===== config.mk =====
export PLATFORM = sky130hd
export DESIGN_NAME = hmac_top
export DESIGN_NICKNAME = d
export VERILOG_FILES = /design/src/hdl/hmac_pkg.sv /design/src/hdl/hmac_top.sv
export SDC_FILE = /design/constraint.sdc
export NUM_CORES = 1
export LEC_CHECK = 0
export BUFFER_PORTS_ARGS = -buffer_cell sky130_fd_sc_hd__buf_2
export CAP_MARGIN = 20
export CORE_ASPECT_RATIO = 1.2
export CORE_MARGIN = 2
export CORE_UTILIZATION = 65
export DETAILED_ROUTE_END_ITERATION = 8
export GPL_ROUTABILITY_DRIVEN = 1
export PLACE_DENSITY = 0.84
export SLEW_MARGIN = 20
export SYNTH_ARGS = -nofsm -noshare
export SYNTH_HDL_FRONTEND = slang
export SYNTH_SLANG_ARGS = --single-unit

===== constraint.sdc =====
create_clock -name ref_clk -period 11.3 [get_ports ref_clk]
set_clock_uncertainty 0.05 [all_clocks]
set_input_delay 2.26 -clock ref_clk [delete_from_list [all_inputs] [get_ports ref_clk]]
set_output_delay 2.26 -clock ref_clk [all_outputs]
set_load 0.05 [all_outputs]

===== src/hdl/hmac_pkg.sv =====
// package for the memory-mapped multiply-accumulate peripheral
// assumes a 16-bit cpu issuing single-cycle register reads and writes
package hmac_pkg;

    // ======================================================================
    // register offsets (byte addresses on the peripheral port)
    localparam logic [7:0] OFS_UNSIGNED_PRODUCT_ENTRY    = 8'h10;
    localparam logic [7:0] OFS_SIGNED_PRODUCT_ENTRY      = 8'h12;
    localparam logic [7:0] OFS_UNSIGNED_ACCUMULATE_ENTRY = 8'h14;
    localparam logic [7:0] OFS_SIGNED_ACCUMULATE_ENTRY   = 8'h16;
    localparam logic [7:0] OFS_SECOND_OPERAND            = 8'h18;
    localparam logic [7:0] OFS_RESULT_LOW_WORD           = 8'h1a;
    localparam logic [7:0] OFS_RESULT_HIGH_WORD          = 8'h1c;
    localparam logic [7:0] OFS_RESULT_EXTENSION          = 8'h1e;

    // ======================================================================
    // reset values and fixed codes
    localparam logic [15:0] RST_WORD   = 16'h0000;
    localparam logic [15:0] EXT_NEG    = 16'hffff;
    localparam logic [15:0] EXT_CARRY  = 16'h0001;
    localparam logic [15:0] EXT_NONE   = 16'h0000;
    localparam int          STALL_CYC  = 1;

    // ======================================================================
    // operation chosen by the first-operand address
    typedef enum logic [1:0] {
        HMAC_PROD_U = 2'h0,
        HMAC_PROD_S = 2'h1,
        HMAC_ACC_U  = 2'h2,
        HMAC_ACC_S  = 2'h3
    } hmac_mode_t;

    // sequencer states, one-hot
    typedef enum logic [1:0] {
        HMAC_IDLE = 2'b01,
        HMAC_CALC = 2'b10
    } hmac_state_t;

    // one peripheral access from the cpu
    typedef struct packed {
        logic        wr;
        logic        rd;
        logic [7:0]  addr;
        logic [15:0] wdata;
    } hmac_req_t;

    // read answer
    typedef struct packed {
        logic        valid;
        logic [15:0] data;
    } hmac_rsp_t;

endpackage : hmac_pkg


===== src/hdl/hmac_top.sv =====
// multiply-accumulate peripheral beside a 16-bit cpu core
// assumes the cpu drives one access per cycle on the same clock and
// honours the stall output before it reads any result register
`timescale 1ns/1ps

module hmac_top (
    input  wire logic               ref_clk,
    input  wire logic               reset,
    input  wire hmac_pkg::hmac_req_t bus_req,
    output hmac_pkg::hmac_rsp_t     bus_rsp,
    output logic                    cpu_stall
);

    // ======================================================================
    // decode helpers
    function automatic logic is_entry(input logic [7:0] a);
        return (a == hmac_pkg::OFS_UNSIGNED_PRODUCT_ENTRY) ||
               (a == hmac_pkg::OFS_SIGNED_PRODUCT_ENTRY) ||
               (a == hmac_pkg::OFS_UNSIGNED_ACCUMULATE_ENTRY) ||
               (a == hmac_pkg::OFS_SIGNED_ACCUMULATE_ENTRY);
    endfunction : is_entry

    function automatic hmac_pkg::hmac_mode_t entry_mode(
        input logic [7:0] a);
        unique case (a)
            hmac_pkg::OFS_SIGNED_PRODUCT_ENTRY:
                return hmac_pkg::HMAC_PROD_S;
            hmac_pkg::OFS_UNSIGNED_ACCUMULATE_ENTRY:
                return hmac_pkg::HMAC_ACC_U;
            hmac_pkg::OFS_SIGNED_ACCUMULATE_ENTRY:
                return hmac_pkg::HMAC_ACC_S;
            default:
                return hmac_pkg::HMAC_PROD_U;
        endcase
    endfunction : entry_mode

    // ======================================================================
    // state
    hmac_pkg::hmac_state_t state_q;
    hmac_pkg::hmac_state_t state_d;
    hmac_pkg::hmac_mode_t  mode_q;
    hmac_pkg::hmac_mode_t  mode_d;
    logic [15:0]           first_operand_q;
    logic [15:0]           first_operand_d;
    logic [15:0]           second_operand_q;
    logic [15:0]           second_operand_d;
    logic [15:0]           result_low_word_q;
    logic [15:0]           result_low_word_d;
    logic [15:0]           result_high_word_q;
    logic [15:0]           result_high_word_d;
    logic [15:0]           result_extension_q;
    logic [15:0]           result_extension_d;
    hmac_pkg::hmac_rsp_t   rsp_q;
    hmac_pkg::hmac_rsp_t   rsp_d;

    logic                  entry_wr;
    logic                  launch_wr;
    logic                  signed_op;
    logic                  accum_op;
    logic [31:0]           op1_ext;
    logic [31:0]           op2_ext;
    logic [31:0]           prod_w;
    logic [32:0]           acc_w;
    logic [31:0]           new_sum;
    logic [15:0]           new_ext;

    assign entry_wr  = bus_req.wr && is_entry(bus_req.addr);
    assign launch_wr = bus_req.wr &&
                       (bus_req.addr == hmac_pkg::OFS_SECOND_OPERAND);

    // ======================================================================
    // datapath
    // one 16x16 array serves every operand size: 8-bit operands arrive
    // zero- or sign-extended by the cpu, so no size mode is needed
    assign signed_op = (mode_q == hmac_pkg::HMAC_PROD_S) ||
                       (mode_q == hmac_pkg::HMAC_ACC_S);
    assign accum_op  = (mode_q == hmac_pkg::HMAC_ACC_U) ||
                       (mode_q == hmac_pkg::HMAC_ACC_S);

    // both operands are widened to 32 bits first: the low half of one
    // plain product is then right for signed and unsigned alike, and no
    // tool is left to guess the width of a signed multiply
    always_comb begin
        if (signed_op) begin
            op1_ext = {{16{first_operand_q[15]}}, first_operand_q};
            op2_ext = {{16{second_operand_q[15]}}, second_operand_q};
        end else begin
            op1_ext = {16'h0000, first_operand_q};
            op2_ext = {16'h0000, second_operand_q};
        end
        prod_w = op1_ext * op2_ext;
    end

    // accumulate keeps a carry bit so the unsigned overflow can be shown
    assign acc_w = {1'b0, result_high_word_q, result_low_word_q} +
                   {1'b0, prod_w};

    always_comb begin
        new_sum = accum_op ? acc_w[31:0] : prod_w;
        unique case (mode_q)
            hmac_pkg::HMAC_PROD_U: new_ext = hmac_pkg::EXT_NONE;
            hmac_pkg::HMAC_ACC_U:  new_ext = acc_w[32] ?
                hmac_pkg::EXT_CARRY : hmac_pkg::EXT_NONE;
            default:              new_ext = new_sum[31] ?
                hmac_pkg::EXT_NEG : hmac_pkg::EXT_NONE;
        endcase
    end

    // ======================================================================
    // next state
    always_comb begin
        state_d            = state_q;
        mode_d             = mode_q;
        first_operand_d    = first_operand_q;
        second_operand_d   = second_operand_q;
        result_low_word_d  = result_low_word_q;
        result_high_word_d = result_high_word_q;
        result_extension_d = result_extension_q;
        rsp_d              = '0;

        // the entry address alone selects the operation
        if (entry_wr) begin
            mode_d          = entry_mode(bus_req.addr);
            first_operand_d = bus_req.wdata;
        end
        if (launch_wr) begin
            second_operand_d = bus_req.wdata;
        end
        if (bus_req.wr &&
            bus_req.addr == hmac_pkg::OFS_RESULT_LOW_WORD) begin
            result_low_word_d = bus_req.wdata;
        end
        if (bus_req.wr &&
            bus_req.addr == hmac_pkg::OFS_RESULT_HIGH_WORD) begin
            result_high_word_d = bus_req.wdata;
        end

        unique case (state_q)
            hmac_pkg::HMAC_IDLE: begin
                // operand two write starts the kept operation
                if (launch_wr) begin
                    state_d = hmac_pkg::HMAC_CALC;
                end
            end
            hmac_pkg::HMAC_CALC: begin
                // result update wins over a stray software write
                result_low_word_d  = new_sum[15:0];
                result_high_word_d = new_sum[31:16];
                result_extension_d = new_ext;
                state_d            = hmac_pkg::HMAC_IDLE;
            end
            default: begin
                state_d = hmac_pkg::HMAC_IDLE;
            end
        endcase

        // reads answer one cycle later from registered data
        if (bus_req.rd) begin
            rsp_d.valid = 1'b1;
            unique case (bus_req.addr)
                hmac_pkg::OFS_UNSIGNED_PRODUCT_ENTRY,
                hmac_pkg::OFS_SIGNED_PRODUCT_ENTRY,
                hmac_pkg::OFS_UNSIGNED_ACCUMULATE_ENTRY,
                hmac_pkg::OFS_SIGNED_ACCUMULATE_ENTRY:
                    rsp_d.data = first_operand_q;
                hmac_pkg::OFS_SECOND_OPERAND:
                    rsp_d.data = second_operand_q;
                hmac_pkg::OFS_RESULT_LOW_WORD:
                    rsp_d.data = result_low_word_q;
                hmac_pkg::OFS_RESULT_HIGH_WORD:
                    rsp_d.data = result_high_word_q;
                hmac_pkg::OFS_RESULT_EXTENSION:
                    rsp_d.data = result_extension_q;
                default:
                    rsp_d.data = hmac_pkg::RST_WORD;
            endcase
        end
    end

    // ======================================================================
    // registers
    always_ff @(posedge ref_clk or posedge reset) begin
        if (reset) begin
            state_q            <= hmac_pkg::HMAC_IDLE;
            mode_q             <= hmac_pkg::HMAC_PROD_U;
            first_operand_q    <= hmac_pkg::RST_WORD;
            second_operand_q   <= hmac_pkg::RST_WORD;
            result_low_word_q  <= hmac_pkg::RST_WORD;
            result_high_word_q <= hmac_pkg::RST_WORD;
            result_extension_q <= hmac_pkg::RST_WORD;
            rsp_q              <= '0;
        end else begin
            state_q            <= state_d;
            mode_q             <= mode_d;
            first_operand_q    <= first_operand_d;
            second_operand_q   <= second_operand_d;
            result_low_word_q  <= result_low_word_d;
            result_high_word_q <= result_high_word_d;
            result_extension_q <= result_extension_d;
            rsp_q              <= rsp_d;
        end
    end

    // besides the read answer on bus_rsp, the stall is the only way the unit touches the cpu
    assign cpu_stall = (state_q == hmac_pkg::HMAC_CALC);
    assign bus_rsp   = rsp_q;
endmodule : hmac_top


==> run metrics <==
final WL=50530 µm; area grow syn2layout=4.708%; initial core utilization=65.97%; # setup viols final=0; fmax=0.1065 GHz; routed len/inst=around 22 µm; EDFF count, synth=0; area post-placement=18950 µm²; first-pass GRT wire length=81410 µm; Die W=157.7 µm; grt ovf=0; Setup Fix Bufs, Post-CTS=0; Syn Area/Cell=around 9.6 µm²; Leakage=10.06 nW; DP HPWL=between 40000 and 50000 µm; # hold bufs at CTS=0; met3 Use GR=4.830%; vias in the first global route=15440; H-Tree Depth=3; num rows=67; status=complete, no violations; Residual DRC=0; Initial DRC Count=1054; layout net count=between 2000 and 2500; worst path arrival time=between 9 and 10 ns; worst-path fanout max=25; mapped cell area=18420 µm²; pwr dens=71.10 nW/µm²; DIE AREA=~30000 µm²; Synth Net Count=2454; Post-CTS Resized=0; DR vias/cell=6.138; synth unique cells=79; RSZ-0062 raised after global routing=false; post-synthesis async set-or-reset flop share=between 90% and 100%; Synth Warn #=0; share of Yosys cell area claimed by the top area cell type=37.61%; share of layout cells above drive strength 1=7.796%; I/O pin total=46; slowest CP cell=fa_1; die height=about 190 µm; crit path launch type=register; Post-Synthesis Cells=1928; final-report hold violation count=0; final worst slack=1.914 ns; GR Util met1=between 40% and 50%; via count=14140; most used flip-flop cell after synthesis=dfrtp_1; crit end category=register; Hold WS=0.3975 ns; Top Usage Layer GRT=met2; Worst-path clk slew=0.07 ns; GPL Wtd Cong=about 1; CTS Buf Count=9; Routed Antenna Nets=0; post-layout util=69.08%; area leader, netlist=fa_1; Peak VDD IR=0.1290 mV; worst-skew pair later-pin latency=0.35 ns; initial antenna violation count=0; fin area=about 19000 µm²; Rel. slew slack=~29%; DP Worst Slack=a little over 2 ns; Tmin final=approximately 9.4 ns; largest net degree at the start of global routing=74; register area share after synthesis=11.83%; Required @ worst endpoint=11.46 ns; worst slew pin tran=about 1.1 ns; most frequent CP cell=fa_1; Clock Path Buffers=2; CTS tree=done; Max Cap Viol=0; Total GRT Usage=36.14%; port bufs=45; Placeable Area=about 28000 µm²; Clock Sinks=87; Power, Total=1.371 mW; met2 Resource Use GR=60.22%; Clock Tree Root=clkbuf_16; dpl cells=about 2300; Synth area leaders=fa_1, dfrtp_1, ha_1; final cell count without fillers=2304; crit-path max cell delay=0.54 ns; Slew Limit Fails=0; fin crit share=between 80 and 90%; #FFs+latches synth=87; Crit Path Class=reg2reg; Setup TNS=0 ns; Worst Hold Class=reg2reg; DR pass1 iterations=5
==> state kept, by name, indices dropped and copies added, names as in the netlist <==
| register | flops |
|---|---|
| result_high_word_q | 16 |
| second_operand_q | 16 |
| bus_rsp | 17 |
| result_extension_q | 2 |
| first_operand_q | 16 |
| result_low_word_q | 16 |
| mode_q | 2 |
| state_q | 2 |
==> report_power, final <==
| group | total, mW | internal (mW) | switching, mW | leakage, nW |
|---|---|---|---|---|
| clock network | 0.338 | 0.206 | 0.132 | 0.162 |
| registers | 0.389 | 0.328 | 0.0615 | 1.14 |
| logic | 0.644 | 0.255 | 0.389 | 8.75 |
==> cell families (layout without fill, tap and decap cells) <==
family	after synthesis	count (layout)	synth area share, %
fa+ha+maj	498	498	47.94
xor+xnor	85	85	4.042
simple gates	470	470	12.93
compound gates	288	288	10.73
mux	60	60	3.540
other cells	0	1	0
buf+inv	440	436	8.995
flops	87	87	11.83
==> layout by cell type, fill, tap and decap left out, drive strengths merged, types with 19 or more instances in the layout <==
cell type and n:
dfrtp 86, ha 152, and2 171, mux2 41, fa 346, nor2 55, xnor2 67, buf 64
nand2 166, mux2i 19, o21ai 53, inv 357, a21oi 88
==> cell usage after synthesis (3+ instances only) <==
master / count
a211oi_1: 16
mux2i_1: 19
nor3_1: 11
dfrtp_1: 86
xor2_1: 18
a31oi_1: 3
clkbuf_1: 80
or3_1: 7
ha_1: 152
nor2b_1: 7
a21oi_1: 87
nand4_1: 3
or2_2: 4
and2_1: 171
nand2b_1: 7
xnor2_1: 67
o21a_1: 11
o21ai_0: 49
inv_1: 357
nand3_1: 11
nor2_1: 54
nand2_1: 166
a211o_1: 4
and3_1: 16
nor4_1: 3
fa_1: 346
o211ai_1: 10
a2111oi_0: 3
a22oi_1: 15
a221oi_1: 15
a21o_1: 15
o22ai_1: 8
mux2_2: 41
o31ai_1: 4
o21bai_1: 7
==> path summary, 6_finish.rpt <==
path	from	end	slack [ns]	cells after the start
hold / removal	state_q[1]$_DFFE_PP0P_	state_q[1]$_DFFE_PP0P_	0.40	1
setup / recovery	first_operand_q[15]$_DFFE_PP0P_	result_extension_q[0]$_DFFE_PP0P_	1.91	34
hold reg to reg	state_q[1]$_DFFE_PP0P_	state_q[1]$_DFFE_PP0P_	0.40	1
max in group asynchronous	reset	result_high_word_q[12]$_DFFE_PP0P_	8.15	3
setup reg to reg	first_operand_q[15]$_DFFE_PP0P_	result_extension_q[0]$_DFFE_PP0P_	1.91	34
min in group asynchronous	reset	result_low_word_q[2]$_DFFE_PP0P_	1.78	2
==> metal layers <==
| metal | vias to the layer above | routed length [µm] |
|---|---|---|
| met3 | 210 | 4155 |
| met1 | 7138 | 18640 |
| met2 | 703 | 24350 |
| li1 | 6091 | - |
| met5 | - | 0 |
| met4 | 0 | 3377 |
==> cell type report <==
cell class / count / area, µm²
Multi-Input combinational cell: 1401 / 14590
Fill cell: 2075 / 8632
Sequential cell: 87 / 2178
Inverter: 357 / 1341
Tap cell: 379 / 474.2
Timing Repair Buffer: 64 / 367.9
Clock buffer: 11 / 252.7
Clock inverter: 4 / 77.57
Antenna cell: 1 / 2.502
==> critical path, delay by kind of cell (launching register included) <==
family,cells,cell delay (ns)
adders and majority gates,10,4.66
AOI/OAI and AO/OA,13,2.63
and+or+nand+nor,4,0.75
buffers and inverters,6,0.64
DFF,1,0.32
xor gates and xnor gates,1,0.17
Power figures use the tool's default switching activity.
